File: src/hw/phy_mgmt_pkg.sv
package phy_mgmt_pkg;

  // ==========================================================
  // Frame layout
  localparam int REG_W = 16;
  localparam int ADDR_W = 5;
  localparam int FRAME_ADDR_W = 10;
  localparam int OP_W = 2;
  localparam int TA_W = 2;
  localparam int CNT_W = 4;
  localparam int PREAMBLE_BITS = 32;
  localparam int ONES_W = 6;
  localparam logic [1:0] OP_READ = 2'h2;
  localparam logic [1:0] OP_WRITE = 2'h1;

  // ==========================================================
  // Register map
  localparam logic [4:0] BASIC_MODE_STATUS_ADDR = 5'h01;
  localparam logic [4:0] PHY_IDENT_HIGH_ADDR = 5'h02;
  localparam logic [4:0] PHY_IDENT_LOW_ADDR = 5'h03;
  localparam logic [4:0] AUTONEG_ADVERTISEMENT_ADDR = 5'h04;
  localparam logic [4:0] TRANSCEIVER_CONTROL_ADDR = 5'h19;

  // ==========================================================
  // Field positions
  localparam int AN_COMPLETE_BIT = 5;
  localparam int PAUSE_RES_HI = 13;
  localparam int PAUSE_RES_LO = 12;
  localparam int ADV_STRAP_HI = 8;
  localparam int ADV_STRAP_LO = 5;
  localparam int ORG_HIGH_FIRST = 3;
  localparam int ORG_HIGH_LAST = 18;
  localparam int ORG_LOW_FIRST = 19;
  localparam int ORG_LOW_LAST = 24;

  // ==========================================================
  // Advertisement layout
  localparam logic [15:0] ADV_RESET = 16'h0001;
  // Bits 14, 12 and 9 are never stored
  localparam logic [15:0] ADV_WRITE_MASK = 16'hadff;

  // ==========================================================
  // Identity, values are arbitrary
  localparam logic [1:24] ORG_ID_BITS = 24'h5a3c96;
  localparam logic [5:0] VENDOR_MODEL = 6'h2a;
  localparam logic [3:0] MODEL_REV = 4'h5;

endpackage

File: src/hw/phy_ident_and_an_advert_regs.sv
`timescale 1ns/1ps
`default_nettype none
module phy_ident_and_an_advert_regs
(
  input wire logic clock,
  input wire logic rst_n,
  input wire logic mdc,
  input wire logic mdio_in,
  output logic mdio_out,
  output logic mdio_oe,
  input wire logic [4:0] phy_addr,
  input wire logic strap_fast_full_duplex,
  input wire logic strap_fast,
  input wire logic strap_ten_full_duplex,
  input wire logic strap_ten,
  input wire logic an_complete,
  input wire logic [1:0] pause_resolved,
  output logic [15:0] adv_word,
  output logic adv_write
);

  typedef enum logic [2:0]
  {
    ST_PRE,
    ST_START,
    ST_OP,
    ST_ADDR,
    ST_TA,
    ST_READ,
    ST_WRITE
  } state_type;

  state_type state_ff;
  logic [phy_mgmt_pkg::ONES_W-1:0] ones_cnt_ff;
  logic [phy_mgmt_pkg::CNT_W-1:0] bit_cnt_ff;
  logic [1:0] op_ff;
  logic [phy_mgmt_pkg::FRAME_ADDR_W-1:0] addr_ff;
  logic [15:0] shift_ff;
  logic mdio_out_ff;
  logic mdio_oe_ff;
  logic adv_write_ff;
  logic rise;
  logic field_last;
  logic addressed;
  logic [4:0] reg_sel;
  logic [1:0] opcode_full;
  logic adv_wr_en;
  logic [15:0] wr_word;
  logic [15:0] adv_q;

  // ==========================================================
  // Helpers
  function automatic logic [phy_mgmt_pkg::CNT_W-1:0] field_end(input state_type st);
    logic [phy_mgmt_pkg::CNT_W-1:0] last;
    last = '0;
    case (st)
      ST_OP: last = phy_mgmt_pkg::CNT_W'(phy_mgmt_pkg::OP_W - 1);
      ST_ADDR: last = phy_mgmt_pkg::CNT_W'(phy_mgmt_pkg::FRAME_ADDR_W - 1);
      ST_TA: last = phy_mgmt_pkg::CNT_W'(phy_mgmt_pkg::TA_W - 1);
      ST_READ: last = phy_mgmt_pkg::CNT_W'(phy_mgmt_pkg::REG_W - 1);
      ST_WRITE: last = phy_mgmt_pkg::CNT_W'(phy_mgmt_pkg::REG_W - 1);
      default: last = '0;
    endcase
    return last;
  endfunction

  function automatic logic [15:0] read_value(input logic [4:0] sel,
                                             input logic [15:0] adv,
                                             input logic done,
                                             input logic [1:0] pause);
    logic [15:0] val;
    val = '0;
    if (sel == phy_mgmt_pkg::BASIC_MODE_STATUS_ADDR)
    begin
      val[phy_mgmt_pkg::AN_COMPLETE_BIT] = done;
    end
    else if (sel == phy_mgmt_pkg::PHY_IDENT_HIGH_ADDR)
    begin
      val = phy_mgmt_pkg::ORG_ID_BITS[phy_mgmt_pkg::ORG_HIGH_FIRST:phy_mgmt_pkg::ORG_HIGH_LAST];
    end
    else if (sel == phy_mgmt_pkg::PHY_IDENT_LOW_ADDR)
    begin
      val = {phy_mgmt_pkg::ORG_ID_BITS[phy_mgmt_pkg::ORG_LOW_FIRST:phy_mgmt_pkg::ORG_LOW_LAST],
             phy_mgmt_pkg::VENDOR_MODEL,
             phy_mgmt_pkg::MODEL_REV};
    end
    else if (sel == phy_mgmt_pkg::AUTONEG_ADVERTISEMENT_ADDR)
    begin
      val = adv;
    end
    else if (sel == phy_mgmt_pkg::TRANSCEIVER_CONTROL_ADDR)
    begin
      val[phy_mgmt_pkg::PAUSE_RES_HI:phy_mgmt_pkg::PAUSE_RES_LO] = pause;
    end
    else
    begin
      val = '0;
    end
    return val;
  endfunction

  // ==========================================================
  // Management clock edge
  mdc_edge_detect u_mdc_edge
  (
    .clock(clock),
    .rst_n(rst_n),
    .mdc(mdc),
    .mdc_rise(rise)
  );

  assign field_last = (bit_cnt_ff == field_end(state_ff));
  assign addressed = (addr_ff[phy_mgmt_pkg::FRAME_ADDR_W-1:phy_mgmt_pkg::ADDR_W] == phy_addr);
  assign reg_sel = addr_ff[phy_mgmt_pkg::ADDR_W-1:0];
  assign opcode_full = {op_ff[0], mdio_in};
  assign wr_word = {shift_ff[14:0], mdio_in};

  // ==========================================================
  // Frame sequencer
  always_ff @(posedge clock or negedge rst_n)
  begin
    if (!rst_n)
    begin
      state_ff <= ST_PRE;
    end
    else if (rise)
    begin
      case (state_ff)
        ST_PRE:
        begin
          if (!mdio_in && ones_cnt_ff >= phy_mgmt_pkg::ONES_W'(phy_mgmt_pkg::PREAMBLE_BITS))
          begin
            state_ff <= ST_START;
          end
        end
        ST_START:
        begin
          state_ff <= mdio_in ? ST_OP : ST_PRE;
        end
        ST_OP:
        begin
          if (field_last)
          begin
            if (opcode_full == phy_mgmt_pkg::OP_READ || opcode_full == phy_mgmt_pkg::OP_WRITE)
            begin
              state_ff <= ST_ADDR;
            end
            else
            begin
              state_ff <= ST_PRE;
            end
          end
        end
        ST_ADDR:
        begin
          if (field_last)
          begin
            state_ff <= ST_TA;
          end
        end
        ST_TA:
        begin
          if (field_last)
          begin
            state_ff <= (op_ff == phy_mgmt_pkg::OP_READ) ? ST_READ : ST_WRITE;
          end
        end
        ST_READ, ST_WRITE:
        begin
          if (field_last)
          begin
            state_ff <= ST_PRE;
          end
        end
        default:
        begin
          state_ff <= ST_PRE;
        end
      endcase
    end
  end

  always_ff @(posedge clock or negedge rst_n)
  begin
    if (!rst_n)
    begin
      bit_cnt_ff <= '0;
    end
    else if (rise)
    begin
      if (state_ff == ST_PRE || state_ff == ST_START || field_last)
      begin
        bit_cnt_ff <= '0;
      end
      else
      begin
        bit_cnt_ff <= bit_cnt_ff + 1'b1;
      end
    end
  end

  // Full preamble is needed only after reset or a dropped frame
  always_ff @(posedge clock or negedge rst_n)
  begin
    if (!rst_n)
    begin
      ones_cnt_ff <= '0;
    end
    else if (rise)
    begin
      if (state_ff == ST_PRE)
      begin
        if (!mdio_in)
        begin
          ones_cnt_ff <= '0;
        end
        else if (ones_cnt_ff < phy_mgmt_pkg::ONES_W'(phy_mgmt_pkg::PREAMBLE_BITS))
        begin
          ones_cnt_ff <= ones_cnt_ff + 1'b1;
        end
      end
      else if (state_ff == ST_START && !mdio_in)
      begin
        ones_cnt_ff <= '0;
      end
      else if (state_ff == ST_OP && field_last && opcode_full != phy_mgmt_pkg::OP_READ
               && opcode_full != phy_mgmt_pkg::OP_WRITE)
      begin
        ones_cnt_ff <= '0;
      end
      else if ((state_ff == ST_READ || state_ff == ST_WRITE) && field_last)
      begin
        ones_cnt_ff <= phy_mgmt_pkg::ONES_W'(phy_mgmt_pkg::PREAMBLE_BITS);
      end
    end
  end

  // ==========================================================
  // Header capture
  always_ff @(posedge clock or negedge rst_n)
  begin
    if (!rst_n)
    begin
      op_ff <= '0;
      addr_ff <= '0;
    end
    else if (rise)
    begin
      if (state_ff == ST_OP)
      begin
        op_ff <= opcode_full;
      end
      if (state_ff == ST_ADDR)
      begin
        addr_ff <= {addr_ff[phy_mgmt_pkg::FRAME_ADDR_W-2:0], mdio_in};
      end
    end
  end

  // ==========================================================
  // Data shifter
  always_ff @(posedge clock or negedge rst_n)
  begin
    if (!rst_n)
    begin
      shift_ff <= '0;
    end
    else if (rise)
    begin
      if (state_ff == ST_TA && bit_cnt_ff == '0)
      begin
        // Snapshot once, so a live status bit cannot tear mid-word
        shift_ff <= read_value(reg_sel, adv_q, an_complete, pause_resolved);
      end
      else if (state_ff == ST_READ)
      begin
        shift_ff <= {shift_ff[14:0], 1'b0};
      end
      else if (state_ff == ST_WRITE)
      begin
        shift_ff <= wr_word;
      end
    end
  end

  // ==========================================================
  // Pin drive
  always_ff @(posedge clock or negedge rst_n)
  begin
    if (!rst_n)
    begin
      mdio_oe_ff <= 1'b0;
      mdio_out_ff <= 1'b0;
    end
    else if (rise)
    begin
      if (state_ff == ST_TA && op_ff == phy_mgmt_pkg::OP_READ && addressed)
      begin
        mdio_oe_ff <= 1'b1;
        mdio_out_ff <= field_last ? shift_ff[15] : 1'b0;
      end
      else if (state_ff == ST_READ && mdio_oe_ff && !field_last)
      begin
        mdio_out_ff <= shift_ff[14];
      end
      else
      begin
        mdio_oe_ff <= 1'b0;
        mdio_out_ff <= 1'b0;
      end
    end
  end

  assign mdio_out = mdio_out_ff;
  assign mdio_oe = mdio_oe_ff;

  // ==========================================================
  // Advertisement register
  assign adv_wr_en = rise && state_ff == ST_WRITE && field_last && addressed
                     && reg_sel == phy_mgmt_pkg::AUTONEG_ADVERTISEMENT_ADDR;

  // Writes to other addresses, ident low included, are dropped
  autoneg_advert_reg u_advert
  (
    .clock(clock),
    .rst_n(rst_n),
    .wr_en(adv_wr_en),
    .wr_data(wr_word),
    .strap_abilities({strap_fast_full_duplex, strap_fast, strap_ten_full_duplex, strap_ten}),
    .adv_q(adv_q)
  );

  // Engine sees the new word one edge after the write; a restart is up to software
  always_ff @(posedge clock or negedge rst_n)
  begin
    if (!rst_n)
    begin
      adv_write_ff <= 1'b0;
    end
    else
    begin
      adv_write_ff <= adv_wr_en;
    end
  end

  assign adv_word = adv_q;
  assign adv_write = adv_write_ff;

endmodule
`default_nettype wire

File: src/hw/mdc_edge_detect.sv
`timescale 1ns/1ps
`default_nettype none
module mdc_edge_detect
(
  input wire logic clock,
  input wire logic rst_n,
  input wire logic mdc,
  output logic mdc_rise
);

  logic mdc_q_ff;

  always_ff @(posedge clock or negedge rst_n)
  begin
    if (!rst_n)
    begin
      // Starts high, so a clock parked high over reset gives no false rise
      mdc_q_ff <= 1'h1;
    end
    else
    begin
      mdc_q_ff <= mdc;
    end
  end

  assign mdc_rise = mdc & ~mdc_q_ff;

endmodule
`default_nettype wire

File: src/hw/autoneg_advert_reg.sv
`timescale 1ns/1ps
`default_nettype none
module autoneg_advert_reg
(
  input wire logic clock,
  input wire logic rst_n,
  input wire logic wr_en,
  input wire logic [15:0] wr_data,
  input wire logic [3:0] strap_abilities,
  output logic [15:0] adv_q
);

  logic [15:0] adv_ff;
  logic strap_done_ff;

  // Straps are caught on the first edge after release, never under reset
  always_ff @(posedge clock or negedge rst_n)
  begin
    if (!rst_n)
    begin
      strap_done_ff <= 1'b0;
    end
    else
    begin
      strap_done_ff <= 1'b1;
    end
  end

  always_ff @(posedge clock or negedge rst_n)
  begin
    if (!rst_n)
    begin
      adv_ff <= phy_mgmt_pkg::ADV_RESET;
    end
    else if (!strap_done_ff)
    begin
      adv_ff[phy_mgmt_pkg::ADV_STRAP_HI:phy_mgmt_pkg::ADV_STRAP_LO] <= strap_abilities;
    end
    else if (wr_en)
    begin
      adv_ff <= wr_data & phy_mgmt_pkg::ADV_WRITE_MASK;
    end
  end

  assign adv_q = adv_ff;

endmodule
`default_nettype wire

File: config.mk
export PLATFORM = sky130hd
export DESIGN_NAME = phy_ident_and_an_advert_regs
export DESIGN_NICKNAME = d
export VERILOG_FILES = /design/src/hw/phy_mgmt_pkg.sv /design/src/hw/phy_ident_and_an_advert_regs.sv /design/src/hw/mdc_edge_detect.sv /design/src/hw/autoneg_advert_reg.sv
export SDC_FILE = /design/constraint.sdc
export NUM_CORES = 1
export LEC_CHECK = 0
export ABC_AREA = 1
export BUFFER_PORTS_ARGS = -buffer_cell sky130_fd_sc_hd__clkbuf_2
export CAP_MARGIN = 15
export CORE_MARGIN = 4
export CORE_UTILIZATION = 41
export DETAILED_ROUTE_END_ITERATION = 10
export PLACE_DENSITY = 0.59
export SLEW_MARGIN = 10
export SYNTH_ARGS = -nofsm -noshare
export SYNTH_HDL_FRONTEND = slang
export SYNTH_SLANG_ARGS = --single-unit
File: constraint.sdc
create_clock -name clock -period 3.9 [get_ports clock]
set_input_delay 0.585 -clock clock [delete_from_list [all_inputs] [get_ports clock]]
set_output_delay 0.585 -clock clock [all_outputs]
set_load 0.005 [all_outputs]
==> run metrics <==
status completed; CTS clk-pin slew, worst paths 0.07 ns; Tcrit/Tclk final 56.6%; RSZ-0062 raised after global routing false; final std cells w/o fill 540; drt first-iter violations 171; Mapped Cells 405; Buf+Inv Stages, Crit Path 1; # port buffers 31; fraction of registers with async set/reset 100%; EDFF count, synth 0; Synth top area share 45.0%; Relative slew margins 47.9%; DRT antenna net count 0; Yosys warning total 0; wire length on met3 347 um; PnR worst setup slack 1.69 ns; most frequent cells in the layout nand2_1, dfrtp_1, nand3_1; Met2 Wirelength 3230 um; sequential cell area 0.00148 mm^2; CTS Buf Count 9; largest net degree at the start of global routing 31; Fin. Hold Viols 0; Hold Crit Class input port to asynchronous set/reset pin; global-route wire length before repair 12,400 um; crit start category flip-flop; Post-DP HPWL 5110 um; Skew-Pair Late Insertion Delay 0.34 ns; Leakage 1.77 nW; Cell variety after synth 32; CTS Hold Buffers Added 0; post-CTS sizing 0; die width 95.9 um; Fin Hold WS 0.313 ns; number of global-route vias before repair 2,522; Max stage delay on crit path 0.45 ns; Worst Path Max Fanout 15; Synth Cell Area 0.00317 mm^2; GR Overflow Total 0; Ports 35; Slowest cell on crit path nor3_2; top cells by area, synth dfrtp_1, nand2_1, nand3_1; synthesized flop and latch total 59; Max Transition Viols Final 0; Top FF cell, synth dfrtp_1; CP arrival 2.42 ns; Area growth, synth to finish 12.8%; TritonRoute pass-1 iters 4; Worst Setup End Kind flip-flop; Post-CTS Setup Repair Bufs 0; most common cell after layout, fill and taps aside nand2_1; Crit path max-delay family simple AND/OR/NAND/NOR gates; power density cells 559 mW/mm^2; Metal-1 WL 3720 um; initial antenna violation count 0; final wirelength 7380 um; DRC 0; Layout fillers 758; DIE AREA 0.00920 mm^2; Total GRT Usage 17.5%; core area 0.00737 mm^2; Tmin final 2.21 ns; CTS tree built; antenna cells 0; Setup CP Type flip-flop to flip-flop; Post-Syn Area per Cell 7.83 um^2; Post-Place Cells 524; max cap viols 0; area of the multi-input gates 0.00149 mm^2; Root Buffer clkbuf_8; CP cell instances inv_1, nand3_1, nor3_2, nand2_1, nor2_1, nand2_2, nor2_4, o21ai_0; Peak VDD IR 0.299 mV; WL/cell 13.7 um; Fmax achieved 453 MHz; setup_tns 0 ns; final setup fails 0; Max H-tree Level 3; worst-margin pin slew 0.782 ns; Avg Vias per Cell 4.98; dpl ws 1.46 ns; critical path required time 4.11 ns; Initial Util 43.0%; Synth area leader dfrtp_1; Die Y 95.9 um; fin nets 458; max layer used met4; Max Buffers Root-to-Sink 2; via count 2,688; share of cells above drive strength 1 17.9%; num rows 31; sequential share of the synthesized area 46.7%; clk_skew 0.00713 ns; GPL Wtd Cong 0.831; Num Clock Sinks 59
[worst reg2reg max path: cells and delay by family (launching register included)]
kind / cells / cell delay [ns]
simple gates: 6 / 1.42
flops: 1 / 0.41
compound gates: 1 / 0.13
buf+inv: 1 / 0.12
[state kept, by name (all words and copies together), names as in the netlist]
register and flops:
shift_ff 16, u_advert.adv_q 13, addr_ff 10, ones_cnt_ff 6, bit_cnt_ff 4, state_ff 3
op_ff 2, adv_write 1, mdio_oe 1, mdio_out 1, u_advert.strap_done_ff 1, u_mdc_edge.mdc_q_ff 1
[metrics by stage]
stage,power (W),utilization [%],cell area (um^2)
after floorplan,0.00131,-,3180
after global placement,0.00145,45.9,3380
after detailed placement,0.00145,45.9,3380
after CTS,0.00202,48.5,3580
after global routing,0.00215,48.5,3580
final,0.00200,48.5,3580
[power breakdown]
group | internal, W | switching [W]
Combinational | 0.000197 | 0.000410
Clock | 0.000309 | 0.000249
Sequential | 0.000722 | 0.000113
[layer usage]
layer / vias up / track usage [%]
met1: 1252 / 25.5
met2: 50 / 25.4
met3: 9 / 4.07
li1: 1377 / -
met5: - / 0
met4: 0 / 6.04
[final timing paths]
kind | start | end | slack (ns) | cells after the start
hold / removal | rst_n | addr_ff[2] | 0.31 | 1
min in group clock | mdc | u_mdc_edge.mdc_q_ff | 0.34 | 1
max in group asynchronous | rst_n | u_advert.adv_q[0] | 2.66 | 2
setup / recovery | addr_ff[1] | u_advert.adv_q[2] | 1.69 | 8
setup reg to reg | addr_ff[1] | u_advert.adv_q[2] | 1.69 | 8
hold reg to reg | addr_ff[5] | addr_ff[5] | 0.49 | 2
[cells in the mapped netlist (2+ instances only)]
library cell / n
a21oi_1: 27
a31oi_1: 4
buf_2: 5
buf_4: 4
clkbuf_1: 4
conb_1: 2
dfrtp_1: 57
dfstp_2: 2
ha_1: 6
inv_1: 26
inv_2: 9
nand2_1: 109
nand2_2: 6
nand3_1: 40
nand3_2: 3
nand4_1: 7
nor2_1: 37
nor2_2: 3
nor2_4: 3
nor3_1: 2
o21ai_0: 22
o21ai_1: 11
or2_2: 2
xnor2_1: 2
xor2_1: 5
[cell type report]
cell class	count	area share [%]
Clock buffer	11	3.95
Clock inverter	5	1.47
Inverter	35	3.67
Multi-Input combinational cell	299	41.5
Sequential cell	59	41.4
Tap cell	99	3.46
Timing Repair Buffer	32	4.55
[cells by family (layout without fill, tap and decap cells)]
family | Yosys count | after routing | synth area share, %
xor gates and xnor gates | 7 | 7 | 1.93
adders and majority gates | 6 | 6 | 2.37
other | 2 | 4 | 0.237
DFF | 59 | 59 | 46.7
buffers and inverters | 49 | 83 | 6.71
and+or+nand+nor | 214 | 214 | 30.4
muxes | 1 | 1 | 0.355
AOI/OAI and AO/OA | 67 | 67 | 11.3
Note: power is estimated with default switching activity, not from simulation.
